===== src/rtc_calendar_cfg.svh =====
// Constants of the calendar, trim and weekday-alarm time block
`ifndef RTC_CALENDAR_CFG_SVH
`define RTC_CALENDAR_CFG_SVH

`define OFS_DAY_OF_MONTH 4'h4
`define OFS_MONTH_CENTURY 4'h5
`define OFS_YEAR_COUNT 4'h6
`define OFS_SECOND_TRIM 4'h7
`define OFS_WKALARM_MINUTE 4'h8
`define OFS_WKALARM_HOUR 4'h9

`define CENTURY_BIT 7
`define TRIM_SIGN_BIT 6
`define MONTH_READ_MASK 8'h9f
`define DAY_READ_MASK 8'h3f
`define TRIM_READ_MASK 8'h7f
`define WKALARM_MINUTE_MASK 8'h7f
`define WKALARM_HOUR_MASK 8'h3f

`define SECOND_TRIM_RESET 7'h00
`define DAY_RESET 8'h01
`define MONTH_RESET 8'h01
`define YEAR_RESET 8'h00

`define OSC_HZ 32768
`define CLK_PERIOD_NS 40
`define NOMINAL_SECOND_COUNT 16'h8000
`define TRIM_STEP_CYCLES 16'h0002
`define TRIM_NEG_SPAN 16'h0080

`define FIRST_DAY 8'h01
`define FIRST_MONTH 8'h01
`define LAST_MONTH 8'h12
`define FIRST_YEAR 8'h00
`define LAST_YEAR 8'h99
`define LAST_DAY_LONG 8'h31
`define LAST_DAY_SHORT 8'h30
`define LAST_DAY_FEB_LEAP 8'h29
`define LAST_DAY_FEB 8'h28
`define MONTH_FEB 5'h02
`define MONTH_APR 5'h04
`define MONTH_JUN 5'h06
`define MONTH_SEP 5'h09
`define MONTH_NOV 5'h11
`define TRIM_SECOND_A 7'h00
`define TRIM_SECOND_B 7'h20
`define TRIM_SECOND_C 7'h40

`endif


===== src/rtc_calendar_pkg.sv =====
// Types shared by the calendar block and its users
package rtc_calendar_pkg;

  typedef struct packed {
    logic wr;
    logic [3:0] addr;
    logic [7:0] wdata;
  } reg_req_t;

  typedef struct packed {
    logic century;
    logic [4:0] month;
    logic [7:0] year;
    logic [5:0] day;
  } calendar_t;

  typedef struct packed {
    logic [6:0] minute;
    logic [5:0] hour;
  } alarm_time_t;

endpackage


===== src/bcd_step.sv =====
// Two-digit BCD increment with a settable wrap point
module bcd_step (
  input wire logic [7:0] value,
  input wire logic [7:0] first,
  input wire logic [7:0] last,
  output logic [7:0] next,
  output logic wrap
);
  logic units_full;
  logic [3:0] units_inc;
  logic [3:0] tens_inc;
  logic [7:0] plain_inc;

  assign units_full = (value[3:0] == 4'h9);
  assign units_inc = units_full ? 4'h0 : value[3:0] + 4'h1;
  assign tens_inc = units_full ? value[7:4] + 4'h1 : value[7:4];
  assign plain_inc = {tens_inc, units_inc};
  assign wrap = (value == last);
  assign next = wrap ? first : plain_inc;
endmodule


===== src/rtc_calendar_trim.sv =====
// Calendar counters, second divider trim and weekday-alarm time registers
`include "rtc_calendar_cfg.svh"

module rtc_calendar_trim (
  input wire logic CLK,
  input wire logic RESET_N,
  input wire rtc_calendar_pkg::reg_req_t REG_REQ,
  output logic [7:0] REG_RDATA,
  input wire logic OSC_TICK,
  input wire logic [6:0] SECONDS_BCD,
  input wire logic DAY_INC,
  output logic SECOND_TICK,
  output rtc_calendar_pkg::calendar_t CALENDAR,
  output rtc_calendar_pkg::alarm_time_t WKALARM_TIME,
  output logic TRIM_ACTIVE
);
  import rtc_calendar_pkg::*;

  // Register state
  logic [7:0] day_reg;
  logic [7:0] day_next;
  logic [7:0] month_reg;
  logic [7:0] month_next;
  logic [7:0] year_reg;
  logic [7:0] year_next;
  logic century_reg;
  logic century_next;
  logic [6:0] trim_reg;
  logic [6:0] trim_next;
  logic trim_en_reg;
  logic trim_en_next;
  logic [6:0] wka_minute_reg;
  logic [6:0] wka_minute_next;
  logic [5:0] wka_hour_reg;
  logic [5:0] wka_hour_next;
  logic [7:0] rdata_reg;
  logic [7:0] rdata_next;

  // Divider state
  logic [15:0] div_cnt_reg;
  logic [15:0] div_cnt_next;
  logic tick_reg;
  logic tick_next;
  logic wr_in_period_reg;
  logic wr_in_period_next;

  // Address match, shared by the write strobes and the read selection
  logic hit_day;
  logic hit_month;
  logic hit_year;
  logic hit_trim;
  logic hit_wka_minute;
  logic hit_wka_hour;

  assign hit_day = (REG_REQ.addr == `OFS_DAY_OF_MONTH);
  assign hit_month = (REG_REQ.addr == `OFS_MONTH_CENTURY);
  assign hit_year = (REG_REQ.addr == `OFS_YEAR_COUNT);
  assign hit_trim = (REG_REQ.addr == `OFS_SECOND_TRIM);
  assign hit_wka_minute = (REG_REQ.addr == `OFS_WKALARM_MINUTE);
  assign hit_wka_hour = (REG_REQ.addr == `OFS_WKALARM_HOUR);

  // Write decode
  logic wr_day;
  logic wr_month;
  logic wr_year;
  logic wr_trim;
  logic wr_wka_minute;
  logic wr_wka_hour;

  assign wr_day = REG_REQ.wr && hit_day;
  assign wr_month = REG_REQ.wr && hit_month;
  assign wr_year = REG_REQ.wr && hit_year;
  assign wr_trim = REG_REQ.wr && hit_trim;
  assign wr_wka_minute = REG_REQ.wr && hit_wka_minute;
  assign wr_wka_hour = REG_REQ.wr && hit_wka_hour;

  // Leap year: tens even with units 0/4/8, or tens odd with units 2/6
  logic tens_even;
  logic units_leap_even;
  logic units_leap_odd;
  logic leap_year;

  assign tens_even = ~year_reg[4];
  assign units_leap_even = (year_reg[3:0] == 4'h0) || (year_reg[3:0] == 4'h4) ||
                           (year_reg[3:0] == 4'h8);
  assign units_leap_odd = (year_reg[3:0] == 4'h2) || (year_reg[3:0] == 4'h6);
  assign leap_year = tens_even ? units_leap_even : units_leap_odd;

  // Last day of the current month
  logic [4:0] month_bcd;
  logic is_feb;
  logic is_short_month;
  logic [7:0] feb_last;
  logic [7:0] last_day;

  assign month_bcd = month_reg[4:0];
  assign is_feb = (month_bcd == `MONTH_FEB);
  assign is_short_month = (month_bcd == `MONTH_APR) || (month_bcd == `MONTH_JUN) ||
                          (month_bcd == `MONTH_SEP) || (month_bcd == `MONTH_NOV);
  assign feb_last = leap_year ? `LAST_DAY_FEB_LEAP : `LAST_DAY_FEB;
  assign last_day = is_feb ? feb_last :
                    is_short_month ? `LAST_DAY_SHORT : `LAST_DAY_LONG;

  // Carry chain, all combinational so every stage moves in one edge
  logic [7:0] day_inc_val;
  logic day_wrap;
  logic [7:0] month_inc_val;
  logic month_wrap;
  logic [7:0] year_inc_val;
  logic year_wrap;
  logic carry_month;
  logic carry_year;
  logic carry_century;

  bcd_step day_step (
    .value(day_reg),
    .first(`FIRST_DAY),
    .last(last_day),
    .next(day_inc_val),
    .wrap(day_wrap)
  );

  bcd_step month_step (
    .value(month_reg),
    .first(`FIRST_MONTH),
    .last(`LAST_MONTH),
    .next(month_inc_val),
    .wrap(month_wrap)
  );

  bcd_step year_step (
    .value(year_reg),
    .first(`FIRST_YEAR),
    .last(`LAST_YEAR),
    .next(year_inc_val),
    .wrap(year_wrap)
  );

  assign carry_month = DAY_INC && day_wrap;
  assign carry_year = carry_month && month_wrap;
  assign carry_century = carry_year && year_wrap;

  // Host write takes priority over a carry into the same register
  always_comb begin
    day_next = day_reg;
    if (wr_day) begin
      day_next = REG_REQ.wdata & `DAY_READ_MASK;
    end else if (DAY_INC) begin
      day_next = day_inc_val;
    end
  end

  always_comb begin
    month_next = month_reg;
    century_next = century_reg;
    if (wr_month) begin
      month_next = {3'h0, REG_REQ.wdata[4:0]};
      century_next = REG_REQ.wdata[`CENTURY_BIT];
    end else begin
      if (carry_month) begin
        month_next = month_inc_val;
      end
      if (carry_century) begin
        century_next = ~century_reg;
      end
    end
  end

  always_comb begin
    year_next = year_reg;
    if (wr_year) begin
      year_next = REG_REQ.wdata;
    end else if (carry_year) begin
      year_next = year_inc_val;
    end
  end

  // Trim value and its enable
  always_comb begin
    trim_next = trim_reg;
    trim_en_next = trim_en_reg;
    if (wr_trim) begin
      trim_next = REG_REQ.wdata[6:0];
      trim_en_next = 1'b1;
    end
  end

  // Weekday-alarm time registers only store; compare lives elsewhere
  assign wka_minute_next = wr_wka_minute ? REG_REQ.wdata[6:0] : wka_minute_reg;
  assign wka_hour_next = wr_wka_hour ? REG_REQ.wdata[5:0] : wka_hour_reg;

  // Trimmed period length
  logic trim_negative;
  logic [15:0] trim_wide;
  logic [15:0] len_pos;
  logic [15:0] len_neg;
  logic [15:0] len_trimmed;
  logic special_second;
  logic apply_trim;
  logic [15:0] period_len;

  assign trim_negative = trim_reg[`TRIM_SIGN_BIT];
  assign trim_wide = {9'h000, trim_reg};
  // Value zero still counts as trim once written: two cycles short
  // Positive: 32768 + 2*(v-1); value one leaves the period nominal
  assign len_pos = 16'(`NOMINAL_SECOND_COUNT + `TRIM_STEP_CYCLES * trim_wide
                       - `TRIM_STEP_CYCLES);
  // Negative: magnitude is 128 - v, removed twice
  assign len_neg = 16'(`NOMINAL_SECOND_COUNT
                       - `TRIM_STEP_CYCLES * (`TRIM_NEG_SPAN - trim_wide));
  assign len_trimmed = trim_negative ? len_neg : len_pos;
  assign special_second = (SECONDS_BCD == `TRIM_SECOND_A) ||
                          (SECONDS_BCD == `TRIM_SECOND_B) ||
                          (SECONDS_BCD == `TRIM_SECOND_C);
  // A write inside the period keeps it nominal until the next boundary
  assign apply_trim = trim_en_reg && special_second && !wr_in_period_reg;
  assign period_len = apply_trim ? len_trimmed : `NOMINAL_SECOND_COUNT;

  // Divider counts oscillator ticks; the tick itself passes untouched
  // Ending on count+1 >= length stays safe if the length shrinks mid-period
  logic div_end;

  assign div_end = OSC_TICK && (16'(div_cnt_reg + 16'h0001) >= period_len);

  always_comb begin
    div_cnt_next = div_cnt_reg;
    tick_next = 1'b0;
    if (OSC_TICK) begin
      if (div_end) begin
        div_cnt_next = 16'h0000;
        tick_next = 1'b1;
      end else begin
        div_cnt_next = 16'(div_cnt_reg + 16'h0001);
      end
    end
  end

  // Set wins over the boundary clear, so a write at the edge skips a period
  always_comb begin
    wr_in_period_next = wr_in_period_reg;
    if (div_end) begin
      wr_in_period_next = 1'b0;
    end
    if (wr_trim) begin
      wr_in_period_next = 1'b1;
    end
  end

  // Read selection
  logic [7:0] rd_month;
  logic [7:0] rd_year;
  logic [7:0] rd_trim;
  logic [7:0] rd_wka_minute;
  logic [7:0] rd_wka_hour;
  logic [7:0] rd_day;

  assign rd_day = day_reg & `DAY_READ_MASK;
  assign rd_month = {century_reg, 2'h0, month_reg[4:0]} & `MONTH_READ_MASK;
  assign rd_year = year_reg;
  assign rd_trim = {1'b0, trim_reg} & `TRIM_READ_MASK;
  assign rd_wka_minute = {1'b0, wka_minute_reg} & `WKALARM_MINUTE_MASK;
  assign rd_wka_hour = {2'h0, wka_hour_reg} & `WKALARM_HOUR_MASK;

  // Unmapped addresses match nothing and read zero
  assign rdata_next = ({8{hit_day}} & rd_day) |
                      ({8{hit_month}} & rd_month) |
                      ({8{hit_year}} & rd_year) |
                      ({8{hit_trim}} & rd_trim) |
                      ({8{hit_wka_minute}} & rd_wka_minute) |
                      ({8{hit_wka_hour}} & rd_wka_hour);

  // Calendar flops; reset stands in for power-on detection
  always_ff @(posedge CLK) begin
    if (!RESET_N) begin
      day_reg <= `DAY_RESET;
      month_reg <= `MONTH_RESET;
      year_reg <= `YEAR_RESET;
      century_reg <= 1'b0;
    end else begin
      day_reg <= day_next;
      month_reg <= month_next;
      year_reg <= year_next;
      century_reg <= century_next;
    end
  end

  always_ff @(posedge CLK) begin
    if (!RESET_N) begin
      trim_reg <= `SECOND_TRIM_RESET;
      trim_en_reg <= 1'b0;
    end else begin
      trim_reg <= trim_next;
      trim_en_reg <= trim_en_next;
    end
  end

  // Cleared only at a period end, so a write never trims its own period
  always_ff @(posedge CLK) begin
    if (!RESET_N) begin
      wr_in_period_reg <= 1'b0;
    end else begin
      wr_in_period_reg <= wr_in_period_next;
    end
  end

  // Alarm time has no documented reset value; zero keeps it defined
  always_ff @(posedge CLK) begin
    if (!RESET_N) begin
      wka_minute_reg <= 7'h00;
      wka_hour_reg <= 6'h00;
    end else begin
      wka_minute_reg <= wka_minute_next;
      wka_hour_reg <= wka_hour_next;
    end
  end

  // Divider count and the one-cycle second pulse
  always_ff @(posedge CLK) begin
    if (!RESET_N) begin
      div_cnt_reg <= 16'h0000;
      tick_reg <= 1'b0;
    end else begin
      div_cnt_reg <= div_cnt_next;
      tick_reg <= tick_next;
    end
  end

  // Read data from a flop, so it stands a whole cycle whatever addr does next
  always_ff @(posedge CLK) begin
    if (!RESET_N) begin
      rdata_reg <= 8'h00;
    end else begin
      rdata_reg <= rdata_next;
    end
  end

  assign REG_RDATA = rdata_reg;
  assign SECOND_TICK = tick_reg;
  assign TRIM_ACTIVE = trim_en_reg;
  // Calendar fields leave from the flops, never from the carry chain
  assign CALENDAR.century = century_reg;
  assign CALENDAR.month = month_reg[4:0];
  assign CALENDAR.year = year_reg;
  assign CALENDAR.day = day_reg[5:0];
  // Bit 5 of the hour is PM in 12-hour mode, tens-twenty in 24-hour mode
  assign WKALARM_TIME.minute = wka_minute_reg;
  assign WKALARM_TIME.hour = wka_hour_reg;

endmodule


===== config.mk =====
export PLATFORM = sky130hd
export DESIGN_NAME = rtc_calendar_trim
export DESIGN_NICKNAME = d
export VERILOG_FILES = /design/src/rtc_calendar_pkg.sv /design/src/bcd_step.sv /design/src/rtc_calendar_trim.sv
export VERILOG_INCLUDE_DIRS = /design/src
export SDC_FILE = /design/constraint.sdc
export NUM_CORES = 1
export LEC_CHECK = 0
export ABC_AREA = 1
export BUFFER_PORTS_ARGS = -buffer_cell sky130_fd_sc_hd__buf_2
export CAP_MARGIN = 15
export CORE_UTILIZATION = 30
export DETAILED_ROUTE_END_ITERATION = 16
export PLACE_DENSITY = 0.58
export SYNTH_ARGS = -nofsm -noshare
export SYNTH_HDL_FRONTEND = slang
export SYNTH_HIERARCHICAL = 1
export SYNTH_SLANG_ARGS = --single-unit
export TNS_END_PERCENT = 50

===== constraint.sdc =====
create_clock -name CLK -period 4.1 [get_ports CLK]
set_input_delay 0.41 -clock CLK [delete_from_list [all_inputs] [get_ports CLK]]
set_output_delay 0.41 -clock CLK [all_outputs]
set_load 0.01 [all_outputs]

Word level (Yosys, flattened, before mapping)
Cells that the tools add are included.

Register bits: 72. Bits of input ports: 24. Word-level logic and storage cells: 133.

Add/sub/neg operators: 11. $lt $le $gt $ge: 1. Equal/unequal tests: 23. Muxes and demuxes: 27. Bitwise gates (word level): 13. Reduce and logical (&&, ||, !) cells: 41.

Operator list (count): two-way mux 16 bit (3); two-way mux 8 bit (5); bitwise OR 8 bit (5); adder 4 x 1 -> 4 bit (second input constant) (6); equality test 4 x 3 -> 1 bit (second input constant) (6); equality test 4 bit (second input constant) (6); two-way mux 4 bit (6); adder 16 x 1 -> 16 bit (second input constant) (1); adder 16 x 8 -> 16 bit (first input constant) (1); bitwise AND 8 x 6 -> 8 bit (2); bitwise AND 8 x 7 -> 8 bit (2); bitwise AND 8 bit (2); greater-or-equal comparator 16 bit (1); subtractor 16 bit (first input constant) (1); subtractor 16 x 2 -> 16 bit (second input constant) (1); two-way mux 5 bit (3); nonzero test 2 bit (7); logical AND 1 bit (12); two-way mux 6 bit (2); AND reduction 2 bit (6); equality test 5 x 3 -> 1 bit (second input constant) (2); nonzero test 3 bit (3); subtractor 8 x 7 -> 9 bit (first input constant) (1); equality test 8 x 5 -> 1 bit (second input constant) (1); 15 further kinds (31).

Logic depth before layout (Yosys ltp)
Gate-level depths: netlist of the first run.

Depth after elaboration: 12. Gate-level depth with buffers: 22. Depth with buffers taken out: 22.

Hierarchy
The synthesis of the first run kept the hierarchy.

Modules (own cells, without submodules): rtc_calendar_trim (times used 1, cells an instance 622, area an instance 4302.9 um2); bcd_step (times used 3, cells an instance 81, area an instance 436.7 um2).

Least setup slack after synthesis of the first run
OpenSTA, ideal clock, no wires.

Kind: register to register. Start: register trim_reg[0]. End: register div_cnt_reg[9]. Data arrival time: 2.419 ns. Data required time: 4.036 ns. Path slack: 1.616 ns. Stages on the path, launching flop included: 17. Buffers on the path: 0. Cell sequence: dfxtp_1 > inv_1 > ha_1 > xor2_1 > nand2_1 > nor2_2 > nand4_2 > nand2_2 > inv_2 > ha_1 > a21oi_1 > o21ai_0 > nor2_2 > nand2_1 > nand2_2 > nand2_2 > nor2_1.

Longest elaborated chain between the ends: 7. Elaborated cells on any way between the ends: 9. Classes of those cells: add/sub: 4; order compare: 1; mux: 3; reduce/logical: 1.

RTL lines: start: declaration (RTL line rtc_calendar_trim.sv:28) `logic [6:0] trim_reg;`; start signal: assignment (RTL line rtc_calendar_trim.sv:289) `` trim_reg <= `SECOND_TRIM_RESET; ``; start signal: assignment (RTL line rtc_calendar_trim.sv:292) `trim_reg <= trim_next;`; adder 16 x 8 -> 16 bit (no source line) or subtractor 8 x 7 -> 9 bit (tied branches); subtractor 16 x 2 -> 16 bit (no source line) or subtractor 16 bit (tied branches); two-way mux 16 bit (*) (RTL line rtc_calendar_trim.sv:211) `assign len_trimmed = trim_negative ? len_neg : len_pos;`; two-way mux 16 bit (no source line) (*); greater-or-equal comparator 16 bit (*) (RTL line rtc_calendar_trim.sv:223) `assign div_end = OSC_TICK && (16'(div_cnt_reg + 16'h0001) >= period_len);`; logical AND 1 bit (*) (RTL line rtc_calendar_trim.sv:223); two-way mux 16 bit (*) (RTL line rtc_calendar_trim.sv:229) `if (div_end) begin`; end signal: assignment (RTL line rtc_calendar_trim.sv:323) `div_cnt_reg <= div_cnt_next;`; end: declaration (RTL line rtc_calendar_trim.sv:40) `logic [15:0] div_cnt_reg;`.

Mark *: on every way between the ends. The rest lies on a longest branch, timed or not. A chain may end at the register's enable or synchronous reset.

Final worst setup path of the first run
Start: register month_reg[3]. End: register century_reg.

Elaborated cells on any way between the ends: 16. Classes of those cells: eq/ne: 7; mux: 2; reduce/logical: 7.

RTL lines: start: declaration (RTL line rtc_calendar_trim.sv:22) `logic [7:0] month_reg;`; start signal: assignment (RTL line rtc_calendar_trim.sv:276) `` month_reg <= `MONTH_RESET; ``; start signal: assignment (RTL line rtc_calendar_trim.sv:281) `month_reg <= month_next;`; equality test 5 x 2 -> 1 bit (no source line); two-way mux 5 bit (no source line); named net last_day[4] (RTL line rtc_calendar_trim.sv:94) `logic [7:0] last_day;`; equality test 8 x 6 -> 1 bit (RTL line bcd_step.sv:18) `assign wrap = (value == last);`; named net day_wrap (RTL line rtc_calendar_trim.sv:106) `logic day_wrap;`; logical AND 1 bit (RTL line rtc_calendar_trim.sv:139) `assign carry_month = DAY_INC && day_wrap;`; logical AND 1 bit (RTL line rtc_calendar_trim.sv:140) `assign carry_year = carry_month && month_wrap;`; logical AND 1 bit (RTL line rtc_calendar_trim.sv:141) `assign carry_century = carry_year && year_wrap;`; nonzero test 2 bit (no source line); end signal: assignment (RTL line rtc_calendar_trim.sv:283) `century_reg <= century_next;`; end: declaration (RTL line rtc_calendar_trim.sv:26) `logic century_reg;`.

The timed path passes the listed nets, and every way through them passes these cells.

==> impl_results.md, run 1 <==
- DP HPWL: about 12000 um
- Setup CP Type: reg2reg
- ANT nets after route: 0
- Max frequency: about 340 MHz
- Gpl congestion: between 0.8 and 0.9
- Yosys reg bits: 72
- Pins Over Slew Limit: 0
- Antenna violations before repair: 0
- Largest register FFs: 16
- Post-synthesis compound-gate area fraction: 14.65%
- Peak supply drop: 210.7 uV
- Post-synthesis mux area share: around 1.1%
- H-tree depth: 3
- Total of fill cells in the finished design: around 2000
- Post_cts resized: 0
- Global-route wire length before repair: 25320 um
- Vias in the first global route: between 5000 and 6000
- Post-synthesis xor/xnor area fraction: between 5 and 6%
- NumNets Final: just over 1000
- Number of synthesized flops with an enable pin: 0
- Crit start category: flop
- DR WL/cell: ~13 um
- Dominant synthesized flop cell: dfxtp_1
- Crit path time final: around 3.0 ns
- Most common cell in the synthesized netlist: nand2_1
- DP Area: around 6300 um2
- Tightest Hold Check Type: in2reg
- Layout cell share with drive strength beyond 1: about 17%
- CTS root buf: clkbuf_16
- Worst r2r path cells: 18
- Post-Synthesis Cells: about 870
- Hold buffer count at CTS: 0
- Synth Cell Area: 5613 um2
- CTS Buf Count: 9
- Count of different cell masters after synthesis: 43
- Clk_lat worst skew: between 0.3 and 0.4 ns
- # Post-CTS Setup Buffers: 0
- Max-slew headroom: 42.94%
- Row cnt: 49
- CP Data Arrival Time: 3.24 ns
- Metal3 WL: roughly 670 um
- Number of synthesis warnings: 6
- # diodes: 0
- CTS tree: yes
- Routed WL: about 15000 um
- Clk_skew: 0.009312 ns
- Vias: roughly 5500
- Clock sink total: 72
- Sequential area share after synthesis: 25.68%
- P per Cell Area: roughly 290 nW/um2
- WP data required: around 4.4 ns
- Hold Path Depth: 3
- Vias per cell: approximately 4.6
- Cell area after layout: between 6000 and 7000 um2
- Simple-Gate Fraction of Synth Area: between 30% and 40%
- Max cap viols: 0
- Part of the cycle the worst path needs: between 70 and 80%
- Endpoints failing setup: 0
- GRT Util Overall: between 10% and 20%
- Number of iterations in the first detailed-routing pass: 11
- WHS: 0.3500 ns
- Commonest cells in the netlist: nand2_1 (232), inv_1 (96), dfxtp_1 (72), nand3_1 (71), o21ai_0 (62)
- Largest net degree at the start of global routing: 44
- Worst-path clk slew: about 0.06 ns
- Die H: about 140 um
- Die ar.: ~19000 um2
- Top cell type's share of synthesized area: around 26%
- Initial core utilization: between 30% and 40%
- DIE WIDTH: approximately 140 um
- Worst-path fanout max: 13
- CP Capture Type: flop
- RSZ-0062 raised after global routing: no
- Flop-to-flop setup slack: roughly 1.1 ns
- Violated checks: DRC
- Synth async-reset ratio: 0%
- Avg Cell Area, Syn: between 6 and 7 um2
- Hold Violations, Final: 0
- Post-Route M1 WL: a little over 7000 um
- Post-route DRC: 4
- Hold endpoint: century_reg
- Leakage: around 0.0032 uW
- Outcome: complete, but fails checks
- Ranking of synthesized cells by area: dfxtp_1 (26%), nand2_1 (16%), inv_1 (6.4%)
- Reg-to-reg startpoint: month_reg[3]
- Fraction of the mapped netlist area in adder cells: under 10%
- HP Start: REG_REQ[7]
- Top Layer Used: met4
- Fin util: a little over a third
- Slew @ Worst Pin: ~0.86 ns
- Layout area overhead: 17.43%
- R2r endpoint: century_reg
- Ports: 67
- CTS Buffer Depth: 2
- Core area: between 15000 and 20000 um2
- Largest family of logic cells by synthesized area: simple AND/OR/NAND/NOR gates
- Congestion Overflow GR: 0
- DRT iter0 DRCs: 277
- I/O Buffers: 66
- Dominant cell type by area after synthesis: dfxtp_1
- TNS Setup: 0 ns
- WL met2: 7158 um
[critical path, cell delays in order, from the launching register on]
cell      delay, ns
dfxtp_1        0.39
nor2_1         0.21
nand4_1        0.21
o41ai_1        0.45
nand2_1        0.11
nand2_2        0.10
nand2_4        0.08
nor2_4         0.13
nand2_4        0.09
inv_1          0.08
nand2_2        0.09
inv_2          0.19
nand2_4        0.12
inv_2          0.14
nand2_1        0.08
or2_1          0.20
nand3_1        0.06
o211ai_1       0.08
inv_1          0.08
[cell usage in the layout, fill, tap and decap left out, types with 4 or more instances in the layout]
cell | Yosys | final
nor2_2 | 10 | 10
buf_2 | 5 | 66
nor2_4 | 10 | 10
a21oi_1 | 51 | 51
nand4_1 | 16 | 16
conb_1 | 2 | 53
xor2_1 | 11 | 11
a31oi_1 | 9 | 9
o22ai_1 | 12 | 12
nand2_4 | 8 | 8
a311oi_2 | 4 | 4
nor2_1 | 56 | 56
ha_1 | 21 | 21
xnor2_1 | 22 | 22
nor3_1 | 7 | 7
inv_1 | 96 | 96
dfxtp_1 | 72 | 72
nand2_2 | 14 | 14
o21ai_0 | 62 | 62
nand4_2 | 4 | 4
mux2i_1 | 6 | 6
clkbuf_16 | 0 | 9
nand3_1 | 71 | 71
nand2_1 | 232 | 232
inv_2 | 19 | 19
[how the worst max path moves through the flow]
stage / start / end
finish: month_reg[3] / century_reg
global route: month_reg[3] / century_reg
CTS: month_reg[3] / century_reg
detailed placement: month_reg[3] / century_reg
global placement: month_reg[1] / century_reg
floorplan: trim_reg[0] / div_cnt_reg[9]
[layout make-up]
| class | instances | area (um2) | share of cell area [%] |
|---|---|---|---|
| Sequential cell | 72 | 1441 | 21.87 |
| Clock buffer | 10 | 239.0 | 3.626 |
| Multi-Input combinational cell | 702 | 3771 | 57.21 |
| Inverter | 115 | 431.7 | 6.549 |
| Tap cell | 229 | 286.5 | 4.347 |
| Timing Repair Buffer | 66 | 330.3 | 5.011 |
| Clock inverter | 6 | 91.34 | 1.386 |
[metal layers]
layer,track usage (%),vias up
li1,-,2961
met1,20.87,2434
met2,27.86,103
met3,3.039,14
met4,5.380,0
met5,0,-
[stage by stage]
step                      setup WS (ns)  power [uW]  instances
after floorplan                   1.616       957.6        916
after global placement            1.224        1027       1184
after detailed placement          1.105        1028       1184
after CTS                         1.083        1911       1200
after global routing             0.7561        1970       1200
final                             1.142        1893       1200
[report_power, final]
part           total (uW)  internal, uW  switching, uW
logic                 264          90.3            174
registers             748           719           28.5
clock network         881           553            328
total                1890          1360            531
[kinds of logic after synthesis]
family                     count (synthesis)
AOI/OAI and AO/OA                        147
buffers and inverters                    142
other                                      2
muxes                                      6
adders and majority gates                 21
and+or+nand+nor                          440
xor gates and xnor gates                  35
DFF                                       72
(Power assumes the default switching activity.)
==> inputs of run 2 (changes only) <==
Settings changed: ABC_AREA 1 to 0, PLACE_DENSITY 0.58 to 0.59.
Clock period 4.1 ns to 2.51 ns, I/O delays scaled along.
==> run 2 against run 1 <==
Net effect: the flow finishes with violations (setup timing); cell count shrank 13%; core utilization grew 4.4 points; final area grew 7.6%; synthesized cell count shrank 24%; count of clock-buffer cells in the layout is the same; synthesized area shrank 3.9%; first-iteration DRC count grew 60%; critical path depth shrank 5; wire length shrank 0.25%; worst setup slack lost 1.6 ns; maximum frequency shrank 1.0%.
==> impl_results.md, run 2 <==
- Setup CP Type: reg2reg
- Worst-path clk slew: roughly 0.06 ns
- Multi-input logic area: approximately 4000 um2
- Worst r2r path cells: 13
- Most common cell in the synthesized netlist: nand2_1
- Synth async-reset ratio: 0%
- RSZ-0062 raised after global routing: yes
- Top cell by count, worst path: ha_4
- Post-route DRC: 0
- GRT met2 Usage: a little over a quarter
- Worst path top cell family by delay: compound AO/OA/AOI/OAI gates
- Peak supply drop: 284.3 uV
- Hold Violations, Final: 0
- Gpl congestion: 0.8134
- Max-slew headroom: 61.53%
- Endpoints failing setup: 18
- Routed WL: between 15000 and 20000 um
- Hold Path Depth: 3
- Tightest Hold Check Type: in2reg
- Layout cell share with drive strength beyond 1: 31.83%
- Fraction of the mapped netlist area in adder cells: approximately 4.9%
- Violated checks: setup timing
- DIE WIDTH: roughly 140 um
- CP Capture Type: flop
- Crit path time final: 2.987 ns
- Total of fill cells in the finished design: 1780
- Post-synthesis mux area share: between 10% and 20%
- Cell area after layout: between 7000 and 8000 um2
- Dominant synthesized flop cell: dfxtp_1
- Outcome: complete, but fails checks
- Slowest cell on the critical path: or3b_4
- Global-route wire length before repair: 24850 um
- P per Cell Area: ~380 nW/um2
- Fin worst setup slack: -0.4775 ns
- Number of iterations in the first detailed-routing pass: 6
- DP HPWL: 11150 um
- Largest family of logic cells by synthesized area: simple AND/OR/NAND/NOR gates
- Post-Synthesis Cells: between 600 and 700
- I/O Buffers: 66
- Congestion Overflow GR: 0
- Crit-path cells: inv_4, ha_4, or3b_4, nand3b_1, a31oi_1, xnor2_1, nand2_1, ha_4, a21o_1, a221oi_2, nand2b_4, o211ai_4, a211oi_2
- CTS Buffer Depth: 2
- CTS root buf: clkbuf_16
- CTS Buf Count: 9
- Pins Over Slew Limit: 0
- Vias in the first global route: 4916
- DP Area: 6568 um2
- Fin util: just over 40%
- Leakage: around 0.0031 uW
- R2r endpoint: div_cnt_reg[5]
- Crit path buffers/inverters: 1
- DP Cell Count: 1018
- Die ar.: 18520 um2
- Antenna violations before repair: 1
- Largest register FFs: 16
- GRT Util Overall: about 17%
- Hold endpoint: trim_reg[6]
- Sequential area share after synthesis: approximately a quarter
- CP startpoint: trim_reg[1]
- Gr busiest metal: met2
- CP Data Arrival Time: 3.24 ns
- Place WS: -0.6272 ns
- Max frequency: roughly 330 MHz
- Dominant cell type by area after synthesis: dfxtp_1
- Vias per cell: about 4.9
- Total power: between 2000 and 3000 uW
- DRT iter0 DRCs: 444
- Yosys reg bits: around 70
- Post-synthesis xor/xnor area fraction: between 10% and 20%
- Met1 usage: about a quarter
- CTS tree: yes
- Flop-to-flop setup slack: -0.48 ns
- Clock sink total: just over 70
- Row cnt: 48
- Number of synthesis warnings: 6
- # diodes: 0
- Max incr delay on CP: approximately 0.38 ns
- Simple-Gate Fraction of Synth Area: ~22%
- NumNets Final: 860
- Slew @ Worst Pin: between 0.5 and 0.6 ns
- Avg Cell Area, Syn: between 8 and 9 um2
- Ports: 67
- Count of different cell masters after synthesis: 65
- Initial core utilization: about 31%
- ANT nets after route: 0
- Sequential cell area: 1445 um2
- HP Start: REG_REQ[6]
- Most frequent cells in the layout: buf_4 (86), nand2_1 (74), dfxtp_1 (69), buf_2 (66), nor2_1 (54)
- Layout area overhead: 31.45%
- Largest net degree at the start of global routing: between 40 and 50
- Part of the cycle the worst path needs: 119.0%
- Top cell type's share of synthesized area: between 20% and 30%
- Commonest non-fill, non-tap cell in the layout: buf_4
- Vias: 5114
- Fin cells: 1045
- Met3 Usage GRT: under 10%
- Max cap viols: 0
- Number of synthesized flops with an enable pin: 0
- DR WL/cell: ~15 um
- Worst-path fanout max: 5
- WP data required: around 2.8 ns
- Core area: 17420 um2
- Synth Cell Area: roughly 5400 um2
- Clk_skew: ~0.011 ns
- H-tree depth: 3
- Crit start category: flop
- Post-synthesis compound-gate area fraction: between 15 and 20%
- Commonest cells in the netlist: nand2_1 (75), dfxtp_1 (72), nor2_1 (55), xor2_1 (46), nand3_1 (29)
- Ranking of synthesized cells by area: dfxtp_1 (27%), xor2_1 (7.5%), mux2_2 (5.6%)
- Clk_lat worst skew: roughly 0.34 ns
- Die H: roughly 140 um
- Reg-to-reg startpoint: trim_reg[1]
[run 2: changes by cell type in the layout (fill, tap and decap cells not counted), moves of 17 or more]
cell,change
nand3_1,-42
a21oi_1,-33
o21ai_0,-40
mux2_2,+27
inv_1,-80
xor2_1,+35
buf_4,+86
nand2_1,-158
a211oi_2,+17
mux2i_1,+22
inv_2,-18
[run 2: worst max-delay path by stage]
stage                           end  depth (start not counted)
global route        div_cnt_reg[15]                         13
floorplan           div_cnt_reg[10]                         16
CTS                 div_cnt_reg[10]                         13
global placement        SECOND_TICK                         13
finish               div_cnt_reg[5]                         13
detailed placement   div_cnt_reg[2]                         13
[run 2: cell type report]
| class | count | area share, % |
|---|---|---|
| multi-input cells | 558 | 56.52 |
| flip-flops and latches | 72 | 20.38 |
| repair buffers | 153 | 14.05 |
| well taps | 225 | 3.970 |
| clock buffers | 10 | 3.229 |
| inverters | 21 | 1.200 |
| clock inverters | 6 | 0.6529 |
[run 2: per-layer routing]
| layer | part of all wire [%] | wire length, um | vias up |
|---|---|---|---|
| li1 | - | - | 2604 |
| met1 | 49 | 7518 | 2388 |
| met2 | 44 | 6681 | 106 |
| met3 | 5.2 | 795 | 16 |
| met4 | 2.0 | 308 | 0 |
| met5 | 0 | 0 | - |
[run 2: power by group]
part	total, uW	internal [uW]	switching, uW
Combinational	349	147	202
Sequential	1190	1160	27.6
Clock	1180	672	511
[run 2: cells by family after synthesis]
family,after synthesis
multiplexers,55
AO/OA/AOI/OAI,125
other,2
buffers and inverters,70
adder cells (fa/ha/maj),21
XOR/XNOR,74
flip-flops,72
AND/OR/NAND/NOR,235
[run 2: metrics by stage]
stage / hold slack (ns) / setup TNS (ns)
after detailed placement: 0.5031 / -10.89
after global placement: 0.5005 / -10.13
after CTS: 0.1872 / -7.961
final: 0.2045 / -7.890
after global routing: 0.1998 / -11.27
after floorplan: 0.3794 / -11.49
[run 2: repair_timing]
| action | in CTS | in global routing |
|---|---|---|
| cloned | 3 | 0 |
| endpoints found under the setup margin | 27 | 40 |
| gates resized for setup | 21 | 6 |
| pin swaps | 31 | 6 |
| hold buffers | 0 | 0 |
| hold endpoints to repair | 0 | 0 |
| buffers inserted | 8 | 0 |
[run 2: worst min-delay path, delay by kind of cell]
family,cells,cell delay [ns]
buf+inv,1,0.13
simple gates,1,0.06
compound gates,1,0.05
==> inputs of run 3 (changes only) <==
Settings changed: GPL_TIMING_DRIVEN from default to 0, MAX_ROUTING_LAYER from default to met4.
==> run 3 against run 2 <==
Net effect: the flow still finishes with violations (setup timing); non-clock buffer count is 14 lower; worst setup slack worse by 0.22 ns; clock power is 8% higher; global-route usage hardly changed; combinational power hardly changed; sequential share of layout area is 0.47 points higher; first-iteration DRC count is 9.7% lower; cell count is 1.6% lower; wire length is 1.5% higher; clock skew is 0.00062 ns lower; flip-flop and latch count stayed put.
==> impl_results.md, run 3 (same netlist as run 2, synthesis figures left out) <==
- Largest net degree at the start of global routing: 13
- Hold buffer count at CTS: 0
- CTS tree: yes
- Outcome: complete, but fails checks
- Number of iterations in the first detailed-routing pass: 5
- CTS Buffer Depth: 2
- Commonest non-fill, non-tap cell in the layout: nand2_1
- Pins Over Slew Limit: 0
- Crit path time final: 3.208 ns
- Peak supply drop: around 310 uV
- DIE WIDTH: ~140 um
- Routed WL: 15540 um
- CTS root buf: clkbuf_16
- # diodes: 0
- Violated checks: setup timing
- Max incr delay on CP: between 0.4 and 0.5 ns
- Worst-path fanout max: 7
- Max frequency: slightly above 300 MHz
- Clock sink total: 72
- Ports: between 60 and 70
- Slew @ Worst Pin: ~0.85 ns
- Hold endpoint: trim_reg[6]
- Part of the cycle the worst path needs: 127.8%
- Worst r2r path cells: 15
- Fin worst setup slack: -0.6978 ns
- Total of fill cells in the finished design: approximately 1800
- TNS Setup: -11.88 ns
- Antenna violations before repair: 0
- Tightest Hold Check Type: in2reg
- WP data required: ~2.8 ns
- Reg-to-reg startpoint: trim_reg[0]
- Vias per cell: about 5.0
- DR WL/cell: approximately 15 um
- Top cell by count, worst path: ha_4
- Endpoints failing setup: 18
- DP HPWL: about 11000 um
- Die ar.: roughly 19000 um2
- Largest register FFs: 16
- Layout area overhead: 30.27%
- DRT iter0 DRCs: 401
- Layout cell share with drive strength beyond 1: between 30% and 40%
- Worst-path clk slew: about 0.060 ns
- I/O Buffers: 63
- Clk_lat worst skew: approximately 0.35 ns
- WHS: just under 0.2 ns
- HP Start: REG_REQ[6]
- Slowest cell on the critical path: or3b_4
- Row cnt: 48
- Vias: roughly 5100
- ANT nets after route: 0
- Max-slew headroom: roughly 43%
- Flop-to-flop setup slack: -0.70 ns
- NumNets Final: between 800 and 900
- Congestion Overflow GR: 0
- H-tree depth: 3
- Place WS: -0.9584 ns
- Clk_skew: 0.01061 ns
- Gpl congestion: between 0.8 and 0.9
- Vias in the first global route: 4641
- Total power: ~2800 uW
- CP Data Arrival Time: 3.46 ns
- Post-route DRC: 0
- Most frequent cells in the layout: nand2_1 (73), buf_2 (66), dfxtp_1 (63), nor2_1 (54), xor2_1 (46)
- Core area: between 15000 and 20000 um2
- P per Cell Area: around 400 nW/um2
- Die H: around 140 um
- Crit path buffers/inverters: 3
- Leakage: roughly 0.003 uW
- Setup CP Type: reg2reg
- Crit-path cells: buf_8, inv_4, ha_4, or3b_4, nand3b_1, a31oi_2, xnor2_1, nand2_1, ha_4, a21o_1, a221oi_2, nand2b_4, o211ai_4, buf_6, a211oi_2
- RSZ-0062 raised after global routing: yes
- CTS Buf Count: 9
- Hold Violations, Final: 0
- Worst path top cell family by delay: compound AO/OA/AOI/OAI gates
- Hold Path Depth: 3
- GRT Util Overall: around 17%
- CP Capture Type: flop
- Global-route wire length before repair: between 20000 and 25000 um
- Crit start category: flop
- Initial core utilization: between 30% and 40%
- R2r endpoint: div_cnt_reg[6]
- Max cap viols: 0
## run 3: cell count changes in the layout (fill, tap and decap cells not counted), moves of 5 or more
| cell | delta |
|---|---|
| buf_6 | +6 |
| dfxtp_4 | +5 |
| buf_4 | -48 |
| clkbuf_1 | +19 |
| dfxtp_1 | -6 |
## run 3: how the worst max path moves through the flow
stage                start               end  slack [ns]  cells past startpoint
2_1_floorplan  trim_reg[0]   div_cnt_reg[10]       -0.62                     16
3_3_place_gp   trim_reg[0]  wr_in_period_reg       -0.93                     16
3_5_place_dp   trim_reg[0]  wr_in_period_reg       -0.96                     16
4_1_cts        trim_reg[0]       SECOND_TICK       -0.70                     15
5_1_grt        trim_reg[1]    div_cnt_reg[6]       -0.87                     15
6_report       trim_reg[0]    div_cnt_reg[6]       -0.70                     15
## run 3: cell type report
type / count / area, um2 / area share (%)
Multi-Input combinational cell: 555 / 3994 / 56.84
Sequential cell: 72 / 1465 / 20.85
Timing Repair Buffer: 93 / 573.1 / 8.155
Buffer: 46 / 337.8 / 4.808
Tap cell: 225 / 281.5 / 4.006
Clock buffer: 11 / 232.7 / 3.312
Inverter: 21 / 85.08 / 1.211
Clock inverter: 5 / 57.56 / 0.8191
## run 3: metrics by stage
step           instance area, um2  cells  utilization (%)
3_3_place_gp                 6277    985            36.04
3_5_place_dp                 6277    985            36.04
6_report                     7027   1028            40.34
4_1_cts                      6760   1010            38.81
2_1_floorplan                5680    697                -
5_1_grt                      7027   1028            40.34
## run 3: routing by layer
metal	vias to the layer above	global-route usage (%)	share of wire (%)
li1	2565	-	-
met1	2418	23.82	48
met2	137	25.72	45
met3	12	2.647	5.3
met4	0	5.309	1.5
met5	-	-	0
## run 3: what timing repair did
action	in CTS	in global routing
resized for setup	29	41
pin swaps	30	35
endpoints found under the setup margin	43	38
buffers inserted	10	18
gates cloned	1	1
## run 3: worst min-delay path: cells and delay by family
kind | cells | cell delay (ns)
AO/OA/AOI/OAI | 1 | 0.05
buffers and inverters | 1 | 0.13
AND/OR/NAND/NOR | 1 | 0.06
## run 3: report_power, final
part,internal (uW),switching (uW)
registers,1160,39.9
logic,148,200
clock network,770,503
